--- config.mk ---
export PLATFORM = sky130hd
export DESIGN_NAME = scd_device_flat
export DESIGN_NICKNAME = d
export VERILOG_FILES = /design/src/scd_pkg.sv /design/src/scd_link_if.sv /design/src/scd_device.sv /design/src/flat_wrapper.sv
export VERILOG_INCLUDE_DIRS = /design/src
export SDC_FILE = /design/constraint.sdc
export NUM_CORES = 1
export LEC_CHECK = 0
export ABC_AREA = 1
export BUFFER_PORTS_ARGS = -buffer_cell sky130_fd_sc_hd__buf_4
export CAP_MARGIN = 30
export CORE_MARGIN = 5
export CORE_UTILIZATION = 55
export DETAILED_ROUTE_END_ITERATION = 8
export PLACE_DENSITY = 0.8
export RECOVER_POWER = 25
export SYNTH_ARGS = -nofsm -noshare
export SYNTH_HDL_FRONTEND = slang
export SYNTH_SLANG_ARGS = --single-unit
--- constraint.sdc ---
create_clock -name clk_i -period 2.24 [get_ports clk_i]
set_input_delay 0.336 -clock clk_i [delete_from_list [all_inputs] [get_ports clk_i]]
set_output_delay 0.336 -clock clk_i [all_outputs]
set_load 0.005 [all_outputs]
--- src/scd_map.svh ---
`ifndef SCD_MAP_SVH
`define SCD_MAP_SVH
`define SCD_PAGE_CMD        3'h3
`define SCD_PAGE_CFG        3'h2
`define SCD_PAGE_NVF        3'h4
`define SCD_PAGE_NVS        3'h5
`define SCD_REG_NVF         6'h3F
`define SCD_REG_NVS         6'h00
`define SCD_CMD_SCAN_VOLT   6'h01
`define SCD_CMD_SCAN_TEMP   6'h02
`define SCD_CMD_SCAN_MIX    6'h03
`define SCD_CMD_SCAN_WIRE   6'h04
`define SCD_CMD_SCAN_ALL    6'h05
`define SCD_CMD_SCAN_CONT   6'h06
`define SCD_CMD_SCAN_INH    6'h07
`define SCD_CMD_MEASURE     6'h08
`define SCD_CMD_IDENTIFY    6'h09
`define SCD_CMD_SLEEP       6'h0A
`define SCD_CMD_NAK         6'h0B
`define SCD_CMD_ACK         6'h0C
`define SCD_CMD_COMM_FAIL   6'h0E
`define SCD_CMD_WAKEUP      6'h0F
`define SCD_CMD_BAL_EN      6'h10
`define SCD_CMD_BAL_INH     6'h11
`define SCD_CMD_RESET       6'h12
`define SCD_CMD_CSUM_CALC   6'h13
`define SCD_CMD_CSUM_CHECK  6'h14
`define SCD_ADDR_ALL        4'hF
`define SCD_NV_CSUM_RST     14'h0000
`define SCD_CSUM_SEED       14'h0001
`define SCD_CSUM_STEPS      6'h3F
`define SCD_HREG_CMD        32'h0000_0000
`define SCD_HREG_STATUS     32'h0000_0004
`define SCD_HREG_RESP       32'h0000_0008
`define SCD_CMD_GO_BIT      31
`endif

--- src/scd_pkg.sv ---
`default_nettype none
package scd_pkg;
	typedef enum logic [1:0] {
		SCD_RSP_ACK  = 2'h0,
		SCD_RSP_DONE = 2'h1,
		SCD_RSP_NAK  = 2'h3,
		SCD_RSP_FAIL = 2'h2
	} scd_rsp_t;
	// Measurement jobs handed to the front end, one per scan step.
	typedef enum logic [2:0] {
		SCD_JOB_NONE = 3'h0,
		SCD_JOB_VOLT = 3'h1,
		SCD_JOB_TEMP = 3'h3,
		SCD_JOB_MIX  = 3'h2,
		SCD_JOB_WIRE = 3'h6,
		SCD_JOB_MEAS = 3'h7
	} scd_job_t;
	typedef enum logic [2:0] {
		SCD_ST_IDLE  = 3'h0,
		SCD_ST_JOB   = 3'h1,
		SCD_ST_WAIT  = 3'h3,
		SCD_ST_CSUM  = 3'h2,
		SCD_ST_SLEEP = 3'h6,
		SCD_ST_WAKE  = 3'h7,
		SCD_ST_RESP  = 3'h5
	} scd_state_t;
endpackage : scd_pkg
`default_nettype wire

--- src/scd_link_if.sv ---
`timescale 1ns/1ps
`default_nettype none
interface scd_link_if;
	logic        req;
	logic        write;
	logic [2:0]  page;
	logic [5:0]  addr;
	logic [3:0]  dev_addr;
	logic        via_spi;
	logic        upstream_ok;
	logic        resp_valid;
	logic [1:0]  resp;
	logic [13:0] rdata;
	logic        busy;
	modport device (input req, write, page, addr, dev_addr, via_spi, upstream_ok,
		output resp_valid, resp, rdata, busy);
	modport host (output req, write, page, addr, dev_addr, via_spi, upstream_ok,
		input resp_valid, resp, rdata, busy);
endinterface : scd_link_if
`default_nettype wire

--- src/scd_device.sv ---
// Local design decision: the AHB-Lite slave port.
`timescale 1ns/1ps
`default_nettype none
`include "scd_map.svh"
module scd_device #(
	parameter int CSUM_W = 14
) (
	input  wire logic        clk_i,
	input  wire logic        rst_n_i,
	scd_link_if.device       link,
	input  wire logic [3:0]  own_addr_i,
	input  wire logic [3:0]  stack_pos_i,
	input  wire logic [3:0]  stack_count_i,
	input  wire logic        is_bottom_i,
	input  wire logic        job_done_i,
	input  wire logic        daisy_activity_i,
	input  wire logic [13:0] cfg_word_i,
	input  wire logic [13:0] nv_word_i,
	input  wire logic [13:0] nv_factory_i,
	output logic      [2:0]  job_o,
	output logic      [5:0]  cfg_idx_o,
	output logic             nv_reload_o,
	output logic             scan_continuous_o,
	output logic             balance_enable_flag_o,
	output logic             checksum_fault_flag_o,
	output logic             sleeping_o,
	output logic             wake_clock_o,
	output logic      [3:0]  stack_addr_o,
	output logic      [3:0]  stack_total_o
);
	if (CSUM_W != 14) begin : g_csum_w_check
		$error("scd_device supports a 14-bit checksum only");
	end

	// ----------------------------------------------------------------
	// State
	// ----------------------------------------------------------------
	typedef struct packed {
		scd_pkg::scd_state_t st;
		scd_pkg::scd_job_t   job;
		logic [1:0]          seq;
		logic                all;
		logic                check;
		logic                reload;
		logic [5:0]          idx;
		logic [13:0]         acc;
		logic [13:0]         cfg_sum;
		logic [13:0]         shadow_sum;
		logic                scan;
		logic                balance_enable_flag;
		logic                fault;
		logic [3:0]          saddr;
		logic [3:0]          stotal;
		logic                wclk;
		logic                rv;
		logic [1:0]          rsp;
		logic [13:0]         rdata;
		logic                act1;
		logic                act2;
		logic                jd1;
		logic                jd2;
		logic                doze;
	} scd_dev_state_t;

	scd_dev_state_t s_q;
	scd_dev_state_t s_d;

	function automatic logic [13:0] scd_nv_factory_checksum(input logic [13:0] acc, input logic [13:0] w);
		scd_nv_factory_checksum = {acc[12:0], acc[13] ^ acc[4] ^ acc[2] ^ acc[0]} ^ w;
	endfunction : scd_nv_factory_checksum

	logic is_cmd;
	logic for_me;
	assign is_cmd = (link.page == `SCD_PAGE_CMD);
	assign for_me = (link.dev_addr == own_addr_i) || (link.dev_addr == `SCD_ADDR_ALL);

	// ----------------------------------------------------------------
	// Next state
	// ----------------------------------------------------------------
	always_comb begin
		s_d      = s_q;
		s_d.rv   = 1'b0;
		s_d.act1 = daisy_activity_i;
		s_d.act2 = s_q.act1;
		s_d.jd1  = job_done_i;
		s_d.jd2  = s_q.jd1;
		s_d.wclk = 1'b0;
		case (s_q.st)
			scd_pkg::SCD_ST_IDLE: begin
				if (s_q.reload) begin
					// Shadow registers are reloading; rebuild the shadow checksum.
					s_d.st    = scd_pkg::SCD_ST_CSUM;
					s_d.check = 1'b0;
					s_d.idx   = 6'h00;
					s_d.acc   = `SCD_CSUM_SEED;
				end else if (link.req && for_me) begin
					s_d.rsp   = scd_pkg::SCD_RSP_ACK;
					s_d.st    = scd_pkg::SCD_ST_RESP;
					s_d.rdata = 14'h0000;
					if (!link.upstream_ok) begin
						s_d.rsp = scd_pkg::SCD_RSP_FAIL;
					end else if (link.page == `SCD_PAGE_NVF && link.addr == `SCD_REG_NVF && !link.write) begin
						s_d.rdata = nv_factory_i;
					end else if (link.page == `SCD_PAGE_NVS && link.addr == `SCD_REG_NVS && !link.write) begin
						s_d.rdata = s_q.shadow_sum;
					end else if (!is_cmd || link.write) begin
						s_d.rsp = scd_pkg::SCD_RSP_NAK;
					end else begin
						case (link.addr)
							`SCD_CMD_SCAN_VOLT: begin
								s_d.job = scd_pkg::SCD_JOB_VOLT;
								s_d.st  = scd_pkg::SCD_ST_JOB;
							end
							`SCD_CMD_SCAN_TEMP: begin
								s_d.job = scd_pkg::SCD_JOB_TEMP;
								s_d.st  = scd_pkg::SCD_ST_JOB;
							end
							`SCD_CMD_SCAN_MIX: begin
								s_d.job = scd_pkg::SCD_JOB_MIX;
								s_d.st  = scd_pkg::SCD_ST_JOB;
							end
							`SCD_CMD_SCAN_WIRE: begin
								s_d.job = scd_pkg::SCD_JOB_WIRE;
								s_d.st  = scd_pkg::SCD_ST_JOB;
							end
							`SCD_CMD_SCAN_ALL: begin
								s_d.job = scd_pkg::SCD_JOB_VOLT;
								s_d.all = 1'b1;
								s_d.seq = 2'h0;
								s_d.st  = scd_pkg::SCD_ST_JOB;
							end
							`SCD_CMD_SCAN_CONT: s_d.scan = 1'b1;
							`SCD_CMD_SCAN_INH:  s_d.scan = 1'b0;
							`SCD_CMD_MEASURE: begin
								s_d.job = scd_pkg::SCD_JOB_MEAS;
								s_d.st  = scd_pkg::SCD_ST_JOB;
							end
							`SCD_CMD_IDENTIFY: begin
								s_d.saddr  = stack_pos_i;
								s_d.stotal = stack_count_i;
							end
							`SCD_CMD_SLEEP: begin
								s_d.doze = 1'b1;
								s_d.rsp = scd_pkg::SCD_RSP_ACK;
							end
							`SCD_CMD_ACK: s_d.rsp = scd_pkg::SCD_RSP_ACK;
							`SCD_CMD_WAKEUP: begin
								if (is_bottom_i && link.via_spi) begin
									s_d.st = scd_pkg::SCD_ST_WAKE;
								end else begin
									s_d.rsp = scd_pkg::SCD_RSP_NAK;
								end
							end
							`SCD_CMD_BAL_EN:  s_d.balance_enable_flag = 1'b1;
							`SCD_CMD_BAL_INH: s_d.balance_enable_flag = 1'b0;
							`SCD_CMD_RESET: begin
								s_d.scan   = 1'b0;
								s_d.balance_enable_flag    = 1'b0;
								s_d.fault  = 1'b0;
								s_d.reload = 1'b1;
							end
							`SCD_CMD_CSUM_CALC, `SCD_CMD_CSUM_CHECK: begin
								s_d.st    = scd_pkg::SCD_ST_CSUM;
								s_d.check = (link.addr == `SCD_CMD_CSUM_CHECK);
								s_d.idx   = 6'h00;
								s_d.acc   = `SCD_CSUM_SEED;
							end
							default: s_d.rsp = scd_pkg::SCD_RSP_NAK;
						endcase
					end
				end
			end
			scd_pkg::SCD_ST_JOB: s_d.st = scd_pkg::SCD_ST_WAIT;
			scd_pkg::SCD_ST_WAIT: begin
				if (s_q.jd2) begin
					if (s_q.all && s_q.seq != 2'h2) begin
						s_d.seq = s_q.seq + 2'h1;
						s_d.job = (s_q.seq == 2'h0) ? scd_pkg::SCD_JOB_TEMP : scd_pkg::SCD_JOB_WIRE;
						s_d.st  = scd_pkg::SCD_ST_JOB;
					end else begin
						s_d.all = 1'b0;
						s_d.job = scd_pkg::SCD_JOB_NONE;
						s_d.rsp = scd_pkg::SCD_RSP_DONE;
						s_d.st  = scd_pkg::SCD_ST_RESP;
					end
				end
			end
			scd_pkg::SCD_ST_CSUM: begin
				s_d.acc = scd_nv_factory_checksum(s_q.acc, s_q.reload ? nv_word_i : cfg_word_i);
				s_d.idx = s_q.idx + 6'h01;
				if (s_q.idx == `SCD_CSUM_STEPS) begin
					if (s_q.reload) begin
						s_d.shadow_sum = s_d.acc;
						s_d.reload     = 1'b0;
						s_d.st         = scd_pkg::SCD_ST_IDLE;
					end else begin
						if (s_q.check && s_d.acc != s_q.cfg_sum) begin
							s_d.fault = 1'b1;
						end
						if (!s_q.check) begin
							s_d.cfg_sum = s_d.acc;
						end
						s_d.rsp = scd_pkg::SCD_RSP_ACK;
						s_d.st  = scd_pkg::SCD_ST_RESP;
					end
				end
			end
			scd_pkg::SCD_ST_SLEEP: begin
				if (s_q.act2) begin
					s_d.st = scd_pkg::SCD_ST_IDLE;
				end
			end
			scd_pkg::SCD_ST_WAKE: begin
				// Slow clock runs up the chain until the top answers through the link.
				s_d.wclk = ~s_q.idx[5];
				s_d.idx  = s_q.idx + 6'h01;
				if (s_q.act2) begin
					s_d.rsp = scd_pkg::SCD_RSP_ACK;
					s_d.st  = scd_pkg::SCD_ST_RESP;
				end
			end
			scd_pkg::SCD_ST_RESP: begin
				// Sleep starts in the same cycle its answer is strobed, so the host is never left waiting.
				s_d.rv   = 1'b1;
				s_d.st   = s_q.doze ? scd_pkg::SCD_ST_SLEEP : scd_pkg::SCD_ST_IDLE;
				s_d.doze = 1'b0;
			end
			default: s_d.st = scd_pkg::SCD_ST_IDLE;
		endcase
		// The last answer stands until the next one is about to be strobed.
		if (s_d.st != scd_pkg::SCD_ST_RESP) begin
			s_d.rsp   = s_q.rsp;
			s_d.rdata = s_q.rdata;
		end else if (s_q.st != scd_pkg::SCD_ST_IDLE) begin
			s_d.rdata = 14'h0000;
		end
	end

	// Reset leaves a shadow reload pending so the power-up checksum is built too.
	always_ff @(posedge clk_i or negedge rst_n_i) begin
		if (!rst_n_i) begin
			s_q        <= '0;
			s_q.reload <= 1'b1;
		end else begin
			s_q <= s_d;
		end
	end

	assign link.resp_valid = s_q.rv;
	assign link.resp       = s_q.rsp;
	assign link.rdata      = s_q.rdata;
	assign link.busy       = (s_q.st != scd_pkg::SCD_ST_IDLE) || s_q.reload;
	assign job_o                 = (s_q.st == scd_pkg::SCD_ST_JOB || s_q.st == scd_pkg::SCD_ST_WAIT) ? s_q.job : 3'h0;
	assign cfg_idx_o             = s_q.idx;
	assign nv_reload_o           = s_q.reload;
	assign scan_continuous_o     = s_q.scan;
	assign balance_enable_flag_o = s_q.balance_enable_flag;
	assign checksum_fault_flag_o = s_q.fault;
	assign sleeping_o            = (s_q.st == scd_pkg::SCD_ST_SLEEP);
	assign wake_clock_o          = s_q.wclk;
	assign stack_addr_o          = s_q.saddr;
	assign stack_total_o         = s_q.stotal;
endmodule : scd_device
`default_nettype wire

--- src/flat_wrapper.sv ---
// flat-port wrapper written by rule: the top's interface ports become plain ports
module scd_device_flat 
#(
	parameter int CSUM_W = 14
)
  (clk_i, rst_n_i, own_addr_i, stack_pos_i, stack_count_i, is_bottom_i, job_done_i, daisy_activity_i, cfg_word_i, nv_word_i, nv_factory_i, job_o, cfg_idx_o, nv_reload_o, scan_continuous_o, balance_enable_flag_o, checksum_fault_flag_o, sleeping_o, wake_clock_o, stack_addr_o, stack_total_o, link_req, link_write, link_page, link_addr, link_dev_addr, link_via_spi, link_upstream_ok, link_resp_valid, link_resp, link_rdata, link_busy);
  scd_link_if link_i ();
  input  wire logic clk_i;
  input  wire logic rst_n_i;
  input  wire logic [3:0] own_addr_i;
  input  wire logic [3:0] stack_pos_i;
  input  wire logic [3:0] stack_count_i;
  input  wire logic is_bottom_i;
  input  wire logic job_done_i;
  input  wire logic daisy_activity_i;
  input  wire logic [13:0] cfg_word_i;
  input  wire logic [13:0] nv_word_i;
  input  wire logic [13:0] nv_factory_i;
  output logic      [2:0] job_o;
  output logic      [5:0] cfg_idx_o;
  output logic nv_reload_o;
  output logic scan_continuous_o;
  output logic balance_enable_flag_o;
  output logic checksum_fault_flag_o;
  output logic sleeping_o;
  output logic wake_clock_o;
  output logic      [3:0] stack_addr_o;
  output logic      [3:0] stack_total_o;
  input wire logic [$bits(link_i.req)-1:0] link_req;
  input wire logic [$bits(link_i.write)-1:0] link_write;
  input wire logic [$bits(link_i.page)-1:0] link_page;
  input wire logic [$bits(link_i.addr)-1:0] link_addr;
  input wire logic [$bits(link_i.dev_addr)-1:0] link_dev_addr;
  input wire logic [$bits(link_i.via_spi)-1:0] link_via_spi;
  input wire logic [$bits(link_i.upstream_ok)-1:0] link_upstream_ok;
  output wire logic [$bits(link_i.resp_valid)-1:0] link_resp_valid;
  output wire logic [$bits(link_i.resp)-1:0] link_resp;
  output wire logic [$bits(link_i.rdata)-1:0] link_rdata;
  output wire logic [$bits(link_i.busy)-1:0] link_busy;
  assign link_i.req = link_req;
  assign link_i.write = link_write;
  assign link_i.page = link_page;
  assign link_i.addr = link_addr;
  assign link_i.dev_addr = link_dev_addr;
  assign link_i.via_spi = link_via_spi;
  assign link_i.upstream_ok = link_upstream_ok;
  assign link_resp_valid = link_i.resp_valid;
  assign link_resp = link_i.resp;
  assign link_rdata = link_i.rdata;
  assign link_busy = link_i.busy;
  scd_device #(.CSUM_W(CSUM_W)) u_core (.clk_i(clk_i), .rst_n_i(rst_n_i), .link(link_i), .own_addr_i(own_addr_i), .stack_pos_i(stack_pos_i), .stack_count_i(stack_count_i), .is_bottom_i(is_bottom_i), .job_done_i(job_done_i), .daisy_activity_i(daisy_activity_i), .cfg_word_i(cfg_word_i), .nv_word_i(nv_word_i), .nv_factory_i(nv_factory_i), .job_o(job_o), .cfg_idx_o(cfg_idx_o), .nv_reload_o(nv_reload_o), .scan_continuous_o(scan_continuous_o), .balance_enable_flag_o(balance_enable_flag_o), .checksum_fault_flag_o(checksum_fault_flag_o), .sleeping_o(sleeping_o), .wake_clock_o(wake_clock_o), .stack_addr_o(stack_addr_o), .stack_total_o(stack_total_o));
endmodule
# Yosys cells after proc, flatten, opt, wreduce, memory -nomap -nowiden

Index checks and enable logic that the tools add are counted.

Register bits: 93
Bits of input ports: 76
Output and inout bits: 41
Logic and storage cells: 228

$add $sub $neg: 2
Equal/unequal tests: 60
Muxes and demuxes: 78
Bitwise operators: 11
Reductions and logical operators: 53

Operators by type and width:

| kind               | count |
|---|---|
| $mux 31            | 5 |
| $mux 14            | 6 |
| $mux 9             | 7 |
| $mux 20            | 2 |
| $mux 16            | 2 |
| $reduce_and 8->1   | 4 |
| $eq 6x4->1 const B | 5 |
| $eq 6x5->1 const B | 5 |
| $pmux 14 s2        | 1 |
| $mux 3             | 9 |
| $eq 6x3->1 const B | 4 |
| $mux 2             | 12 |
| $ne 2x2->1 const B | 12 |
| $pmux 6 s2         | 2 |
| $reduce_bool 2->1  | 11 |
| $pmux 3 s7         | 1 |
| $reduce_and 7->1   | 3 |
| $reduce_and 10->1  | 2 |
| $mux 1             | 19 |
| $ne 2x1->1 const B | 9 |
| $reduce_and 9->1   | 2 |
| $reduce_or 16->1   | 1 |
| $eq 3x3->1 const B | 5 |
| $ne 3x2->1 const B | 5 |
| other kinds (37)   | 70 |

# Depth between registers and ports, before layout

Gate-level depths: netlist (run 1).

Word-level depth: 13
Gate-level depth with buffers: 15
Gate-level depth less buffers: 15

# Worst setup path before layout (run 1)

OpenSTA, ideal clock, no wires.

Path type: flip-flop to flip-flop
Start point: register u_core.s_q (netlist bit u_core.cfg_idx_o[0])
End point: register u_core.s_q (netlist bit u_core.link.rdata[0])
Data arrival time: 1.565 ns
Data required time: 2.117 ns
Setup slack: 0.552 ns
Stages on the path, launching flop included: 12
Path buffers: 1
Cells stage by stage: dfrtp_1 ha_1 nand4_1 nor2_1 nand3_2 nand2_1 nor2_1 nand2_4 nand3_4 buf_6 nand2_2 o21ai_2

RTL lines:

| element         | line             | RTL |
|---|---|---|
| start, declared | scd_device.sv:65 | `scd_dev_state_t s_q;` |

# Worst setup path after layout (run 1)

Start point: register u_core.s_q (netlist bit u_core.nv_reload_o)
End point: register u_core.s_q (netlist bit u_core.checksum_fault_flag_o)

Cells in the longest elaborated chain, start to end: 6

Ends and longest elaborated chain:

| element                         | line              | RTL |
|---|---|---|
| $mux 14                         | scd_device.sv:189 | `s_d.acc = scd_nv_factory_checksum(s_q.acc, s_q.reload ? nv_word_i : cfg_word_i);` |
| $xor 14x14->14                  | scd_device.sv:69  | `scd_nv_factory_checksum = {acc[12:0], acc[13] ^ acc[4] ^ acc[2] ^ acc[0]} ^ w;` |
| $ne 14x14->1                    | scd_device.sv:197 | `if (s_q.check && s_d.acc != s_q.cfg_sum) begin` |
| $logic_and 1x1->1               | scd_device.sv:197 |  |
| $ne 2x1->1 (no line)            | --                |  |
| $reduce_and 11->1 (no line) (*) | --                |  |

Mark *: on every way between the ends. The rest lies on a longest branch, timed or not.
A chain may end at the register's enable or synchronous reset.

==> results of run 1 <==
[placed cells by master, fill, tap and decap left out, types with 2 or more instances in the layout]
cell and n:
o21ai_2 14, o211ai_1 16, inv_6 4, clkbuf_8 9, xor2_1 2, nor3_1 4, o21ai_0 35, nor2_4 5
a31oi_1 2, nand3_1 40, nand3_2 6, clkbuf_4 2, o22ai_1 12, nand2_1 202, a21oi_1 19, buf_4 126
xnor2_1 3, nor2_2 7, o21ai_1 23, o21a_1 2, dfrtp_1 92, ha_1 3, nand4_1 9, nor2_1 60
clkbuf_1 2, inv_1 92, inv_2 12, nand3_4 4, nand2_2 20, nand3b_1 11
[cells in the mapped netlist (3+ instances only)]
master / n
nand3_4: 3
nor2_4: 5
nand2_2: 20
a21oi_1: 19
o21ai_1: 23
nand3_1: 40
dfrtp_1: 92
nor2_2: 6
nand2_1: 202
o21ai_0: 35
buf_2: 6
inv_2: 12
nand3_2: 6
nand4_1: 9
nor2_1: 61
o211ai_1: 16
xnor2_1: 3
buf_4: 33
buf_6: 3
inv_1: 92
nor3_1: 4
ha_1: 3
o21ai_2: 14
clkbuf_1: 6
nand3b_1: 11
o22ai_1: 12
[metal layers]
| layer | global-route usage [%] | part of all wire [%] |
|---|---|---|
| met2 | 37.77 | 48 |
| met5 | 0 | 0 |
| met1 | 30.44 | 43 |
| met3 | 6.033 | 6.3 |
| met4 | 7.218 | 2.1 |
[cell families (layout without fill, tap and decap cells)]
group	Yosys count	after routing	synth area share, %
and+or+nand+nor	373	374	30.78
buffers and inverters	152	253	12.70
DFF	93	93	40.83
AOI/OAI and AO/OA	130	130	13.89
muxes	2	2	0.3730
adders and majority gates	3	3	0.6583
xor gates and xnor gates	5	5	0.7680
[timing repair]
item                       4_1_cts  5_1_grt
setup endpoints to repair        0       16
hold endpoints to repair        37        0
buffers inserted                 0        1
resized for setup                0        2
hold buffers                     1        0
[final timing paths]
path,endpoint,cells past startpoint,startpoint
worst max-delay path,u_core.checksum_fault_flag_o,12,u_core.nv_reload_o
worst min-delay path,u_core.s_d[1],1,job_done_i
worst max register to register,u_core.checksum_fault_flag_o,12,u_core.nv_reload_o
worst min register to register,u_core.s_q[1],0,u_core.s_d[1]
max in group asynchronous,u_core.s_q[58],3,rst_n_i
min in group asynchronous,u_core.stack_total_o[0],2,rst_n_i
[final cells by class]
type	count	area, um2	area share, %
Timing Repair Buffer	133	1003	14.87
Tap cell	136	170.2	2.521
Multi-Input combinational cell	514	2670	39.56
Inverter	104	390.4	5.784
Clock buffer	9	123.9	1.835
Clock inverter	7	62.56	0.9270
Sequential cell	93	2328	34.50
[worst register-to-register path: cells and delay by family, from the launching register on]
| kind | cells | cell delay (ns) |
|---|---|---|
| and+or+nand+nor | 10 | 1.06 |
| DFF | 1 | 0.54 |
| AOI/OAI and AO/OA | 1 | 0.05 |
| buffers and inverters | 1 | 0.27 |
[report_power, final]
part	leakage [nW]	internal (mW)	total, mW	switching (mW)
logic	2.40	0.967	2.66	1.69
clock network	0.0931	0.428	1.08	0.654
registers	1.09	1.96	2.20	0.237
total	3.59	3.36	5.94	2.58
[state kept, by name (all words and copies together), names as in the netlist]
| name | cells |
|---|---|
| u_core.balance_enable_flag_o | 1 |
| u_core.s_d | 2 |
| u_core.s_q | 55 |
| u_core.checksum_fault_flag_o | 1 |
| u_core.link.resp | 2 |
| u_core.link.resp_valid | 1 |
| u_core.stack_addr_o | 4 |
| u_core.wake_clock_o | 1 |
| u_core.cfg_idx_o | 6 |
| u_core.stack_total_o | 4 |
| u_core.link.rdata | 14 |
| u_core.nv_reload_o | 1 |
| u_core.scan_continuous_o | 1 |
[stage by stage]
step / worst slack, ns / power, mW / util [%] / hold slack (ns)
6_report: 0.2211 / 5.944 / 65.97 / 0.08298
3_3_place_gp: 0.1709 / 4.641 / 63.75 / 0.3316
5_1_grt: 0.03965 / 6.375 / 65.97 / 0.05375
3_5_place_dp: 0.03993 / 4.780 / 63.75 / 0.3379
4_1_cts: 0.01424 / 5.886 / 65.67 / 0.04039
2_1_floorplan: 0.5521 / 3.976 / - / 0.04041
==> qor.csv, run 1 <==
stage;metric;value;unit
status;status;finished clean;
final_layout;Fillers;895;
synth;Post-synth EDFFs;0;
synth;Yosys top cell by area;dfrtp_1;
final_layout;final cell count without fillers;996;
clock_network;CTS buffer count;9;
sta;RSZ-0062 raised after global routing;false;
global_route;GR Overflow Total;0;
drt;DRT iter0 DRCs;471;
hold_path;worst min-delay path class;in2reg;
global_route;antenna violations before repair;0;
synth;Syn. warnings;0;
place;placed cell count;977;
final_layout;fin nets;934;
flow_run;Max Cap Viol;0;
final_layout;final instance area;6749;um2
setup_path;CP max stage cell;dfstp_2;
final_layout;share of cells above drive strength 1;25.93;%
floorplanning;Die Ht;111.8;um
place;post-DP HPWL;11110;um
clock_network;CTS tree;built;
clock_network;root buf cell;clkbuf_8;
floorplanning;Initial Util;55.74;%
synth;Synth cell types;45;
synth;Yosys reg bits;93;
sta;final slew viol count;0;
final_layout;Area Growth Syn to Fin;18.34;%
setup_path;crit-path max FO;23;
sta;final setup fails;0;
global_route;largest net degree at the start of global routing;43;
pwr;Power Dens Cells;880.7;nW/um2
global_route;vias in the first global route;5025;
sta;Clock Skews;0.01575;ns
synth;Seq/Total Area, Yosys;40.83;%
clock_network;Clock Latency Late Sink;0.39;ns
sta;Worst Tran Pin Value;1.063;ns
sta;period utilization;90.13;%
global_route;Global Route Usage Sum;23.21;%
setup_path;Top cell by count, worst path;nand2_1;
drt;Detailed Route WL;14340;um
place;cell area after placement;6523;um2
setup_path;CP bufs+invs;1;
clock_network;H-tree Lvls;3;
drt;WL/cell;14.40;um
setup_path;Max stage delay on crit path;0.54;ns
setup_path;startpoint types;register;
floorplanning;core area;10230;um2
synth;Cell Area, Synth;5703;um2
synth;largest cells by area after synthesis;dfrtp_1 (40%), nand2_1 (13%), inv_1 (6.1%);
place;# port buffers;116;
drt;via count;5276;
sta;Slew headroom;29.11;%
sta;Tmin final;2.019;ns
setup_path;Critical Path RT;2.52;ns
synth;Synth Flop Type;dfrtp_1;
drt;DRC Markers;0;
clock_network;clock-pin slew of the registers on the worst-case setup and hold paths;0.10;ns
synth;Syn Nets;837;
sta;Max Freq;495.3;MHz
setup_path;crit path kind;reg2reg;
sta;Setup TNS;0;ns
setup_path;CP Cell Sequence;buf_4 > nand2_1 > nand3_1 > nand2_1 > nand2_1 > nand2_1 > nor2_1 > nand2_1 > nor2_1 > nand3_1 > nand2_1 > a21oi_1;
pwr;leakage;3.586;nW
drt;DRT Pass-1 Iters;5;
final_layout;ant diodes;0;
synth;mean post-synth cell area;7.524;um2
synth;fraction of registers with async set/reset;100.0;%
global_route;first-pass GRT wire length;23760;um
clock_network;CTS max path bufs;2;
clock_network;clock sinks;93;
synth;Synth Instances;758;
floorplanning;Die Width;111.8;um
synth;top cell type's share of synthesized area;40.37;%
setup_path;delay-heaviest family, CP;simple AND/OR/NAND/NOR gates;
drt;post-route ant nets;0;
setup_path;WP data arrival;2.30;ns
setup_path;endpoint type of the worst setup path;register;
floorplanning;I/O pin count;117;
pwr;worst vdd ir;438.7;uV
sta;Hold Fails Final Rpt;0;
floorplanning;full die area;12510;um2
floorplanning;Rows;37;
setup_path;reg2reg setup slack;0.22;ns
place;RD Place Congestion;0.9406;
drt;post-DR vias/cell;5.297;
(Power assumes the default switching activity.)
==> run 2: changes to the inputs <==
--- a/config.mk
+++ b/config.mk
@@ -6,13 +6,12 @@
 export SDC_FILE = /design/constraint.sdc
 export NUM_CORES = 1
 export LEC_CHECK = 0
-export ABC_AREA = 1
 export BUFFER_PORTS_ARGS = -buffer_cell sky130_fd_sc_hd__buf_4
 export CAP_MARGIN = 30
 export CORE_MARGIN = 5
 export CORE_UTILIZATION = 55
 export DETAILED_ROUTE_END_ITERATION = 8
-export PLACE_DENSITY = 0.8
+export PLACE_DENSITY = 0.81
 export RECOVER_POWER = 25
 export SYNTH_ARGS = -nofsm -noshare
 export SYNTH_HDL_FRONTEND = slang
==> run 2 against run 1 <==
  * Combinational power down 7%
  * Final area rose by 3.4%
  * Synthesized cell count is 35% lower
  * Wire length fell by 2.8%
==> qor.csv, run 2 <==
stage;metric;value;unit;change
sta;Tmin final;2.220;ns;+0.2007 ns
setup_path;endpoint type of the worst setup path;register;;
pwr;Seq pwr share;37.5;%;+0.5 points
setup_path;worst reg2reg path endpoint;u_core.checksum_fault_flag_o;;
clock_network;CTS buffer count;9;;unchanged
floorplanning;Die Ht;107.7;um;-3.7%
global_route;vias in the first global route;4490;;-11%
clock_network;CTS tree;built;;
pwr;total power;5.785;mW;-2.7%
final_layout;share of cells above drive strength 1;44.48;%;+19 points
global_route;first-pass GRT wire length;21920;um;-7.7%
drt;WL/cell;17.85;um;+24%
sta;final slew viol count;0;;unchanged
drt;Detailed Route WL;13940;um;-2.8%
pwr;Comb pwr share;42.9;%;-1.9 points
sta;Hold Fails Final Rpt;0;;unchanged
place;post-DP HPWL;10710;um;-3.6%
global_route;GR Overflow Total;0;;unchanged
synth;Syn. warnings;0;;unchanged
synth;Cell Area, Synth;5245;um2;-8.0%
final_layout;highest-count cells in the layout ignoring fill and taps;buf_4 (188), dfrtp_1 (92), nor2_1 (39), mux2_2 (37), xnor2_1 (19);;
clock_network;clock-pin slew of the registers on the worst-case setup and hold paths;0.10;ns;about the same
setup_path;Critical Path RT;2.47;ns;-0.05 ns
final_layout;fin nets;726;;-22%
drt;DRT iter0 DRCs;359;;-24%
hold_path;hold endpoint;u_core.s_d[1];;
synth;top cell type's share of synthesized area;43.89;%;+3.5 points
synth;fraction of registers with async set/reset;100.0;%;unchanged
flow_run;Max Cap Viol;0;;unchanged
clock_network;CTS max path bufs;2;;unchanged
clock_network;clock sinks;93;;unchanged
synth;Yosys reg bits;93;;unchanged
synth;Synth Flop Type;dfrtp_1;;
floorplanning;Rows;35;;-5.4%
clock_network;Clock Latency Late Sink;0.37;ns;-0.02 ns
setup_path;Reg2Reg Depth;7;;-5
clock_network;root buf cell;clkbuf_8;;
final_layout;Fillers;667;;-25%
pwr;Clk pwr share;19.6;%;+1.4 points
floorplanning;Initial Util;56.50;%;+0.75 points
sta;Clock Skews;0.01418;ns;-0.001570 ns
clock_network;H-tree Lvls;3;;unchanged
pwr;Internal Pwr Total;3.648;mW;+8.6%
synth;largest cells by area after synthesis;dfrtp_1 (44%), mux2_2 (7.9%), buf_4 (4.3%);;
hold_path;hold_sp;job_done_i;;
status;status;finished clean;;
synth;count leader, synth;dfrtp_1;;
drt;DRT Pass-1 Iters;5;;unchanged
drt;via count;4385;;-17%
pwr;leakage;3.287;nW;-8.3%
synth;commonest cells in the netlist;dfrtp_1 (92), nor2_1 (39), mux2_2 (37);;
place;# port buffers;116;;unchanged
sta;Worst Tran Pin Value;0.7763;ns;-0.2870 ns
sta;Max Freq;450.5;MHz;-9.0%
global_route;largest net degree at the start of global routing;47;;+9.3%
sta;period utilization;99.09;%;+9.0 points
pwr;net switching power;2.136;mW;-17%
pwr;Power Dens Cells;828.7;nW/um2;-5.9%
final_layout;commonest non-fill, non-tap cell in the layout;buf_4;;
hold_path;worst min-delay path class;in2reg;;
sta;Slew headroom;48.25;%;+19 points
setup_path;crit-path max FO;6;;-74%
global_route;antenna violations before repair;0;;unchanged
final_layout;Area Growth Syn to Fin;33.09;%;
drt;DRC Markers;0;;unchanged
place;RD Place Congestion;0.9032;;-4.0%
floorplanning;core area;9284;um2;-9.3%
drt;post-route ant nets;0;;unchanged
synth;Seq/Total Area, Yosys;44.39;%;+3.6 points
final_layout;number of flip-flops in the largest register;55;;unchanged
synth;Syn Nets;569;;-32%
sta;RSZ-0062 raised after global routing;true;;
setup_path;WP data arrival;2.45;ns;+0.15 ns
floorplanning;Die Width;107.7;um;-3.7%
synth;Synth Instances;490;;-35%
final_layout;ant diodes;0;;unchanged
sta;final setup fails;0;;unchanged
pwr;switch share;36.93;%;-6.6 points
setup_path;reg2reg start;u_core.nv_reload_o;;
global_route;Global Route Usage Sum;23.78;%;+0.57 points
setup_path;reg2reg setup slack;0.02;ns;-0.20 ns
setup_path;startpoint types;register;;
hold_path;hold depth;1;;unchanged
synth;Yosys top cell by area;dfrtp_1;;
pwr;worst vdd ir;530.3;uV;+21%
synth;mean post-synth cell area;10.70;um2;+42%
final_layout;Reg with most FFs;u_core.s_q;;
floorplanning;I/O pin count;117;;unchanged
synth;Synth cell types;60;;+33%
setup_path;crit path kind;reg2reg;;
drt;post-DR vias/cell;5.615;;+6.0%
floorplanning;full die area;11590;um2;-7.3%
synth;Post-synth EDFFs;0;;unchanged
sta;WHS;0.09566;ns;+0.01267 ns
## run 2: power by group through the flow
stage / clock network, mW / logic [mW] / registers, mW
after global placement: 0 / 2.31 / 2.17
final: 1.14 / 2.48 / 2.17
after floorplan: 0 / 1.44 / 2.13
after CTS: 1.15 / 2.43 / 2.15
after detailed placement: 0 / 2.37 / 2.19
after global routing: 1.22 / 2.68 / 2.20
## run 2: cell type report
type	count	area, um2	area share, %
Multi-Input combinational cell	333	2693	38.57
Sequential cell	93	2328	33.36
Timing Repair Buffer	201	1565	22.42
Tap cell	129	161.4	2.312
Clock buffer	9	123.9	1.775
Clock inverter	7	75.07	1.075
Inverter	9	33.78	0.4840
## run 2: timing repair
item                                    CTS  global route
endpoints found under the setup margin   29            41
buffers inserted                          3             4
resized for setup                         7            22
hold buffers                              1             0
pin swaps                                 2            10
endpoints found under the hold margin    29             0
## run 2: cell families (layout without fill, tap and decap cells)
logic type	after synthesis	in the layout	share of synthesized area, %
AND/OR/NAND/NOR	135	135	13.86
adder cells (fa/ha/maj)	3	3	0.7157
flip-flops	93	93	44.39
XOR/XNOR	41	41	6.846
multiplexers	69	69	15.08
buffers and inverters	64	226	7.085
AO/OA/AOI/OAI	85	85	12.02
## run 2: worst max-delay path by stage
stage	start	endpoint	slack (ns)	depth (start not counted)
2_1_floorplan	link_addr[4]	u_core.link.rdata[10]	-0.14	9
3_3_place_gp	own_addr_i[1]	u_core.link.rdata[13]	-0.19	8
3_5_place_dp	own_addr_i[1]	u_core.link.rdata[0]	-0.26	8
4_1_cts	u_core.nv_reload_o	u_core.link.resp[1]	0.008	8
5_1_grt	u_core.nv_reload_o	u_core.checksum_fault_flag_o	-0.05	7
6_report	u_core.nv_reload_o	u_core.checksum_fault_flag_o	0.02	7
## run 2: through the flow
step                      instances  utilization (%)  TNS (ns)  area [um2]  setup WS (ns)
after floorplan                 490                -    -1.344        5279        -0.1427
after global placement          757            70.71    -2.905        6565        -0.1928
after detailed placement        757            70.71    -4.455        6565        -0.2646
after CTS                       777            73.84         0        6855       0.007963
after global routing            781            75.19  -0.07072        6980       -0.04684
final                           781            75.19         0        6980        0.02039
## run 2: worst max-delay path: stages (launching register included)
cell and delay (ns):
dfstp_2 0.60, buf_12 0.14, mux2i_1 0.21, xnor2_1 0.19
xor2_1 0.11, or4_1 0.56, nor4_2 0.17, a311oi_1 0.13
## run 2: metal layers
layer | part of all wire (%) | global-route usage, %
met1 | 42 | 32.23
met2 | 50 | 38.94
met3 | 6.5 | 4.859
met4 | 1.3 | 6.312
met5 | 0 | 0
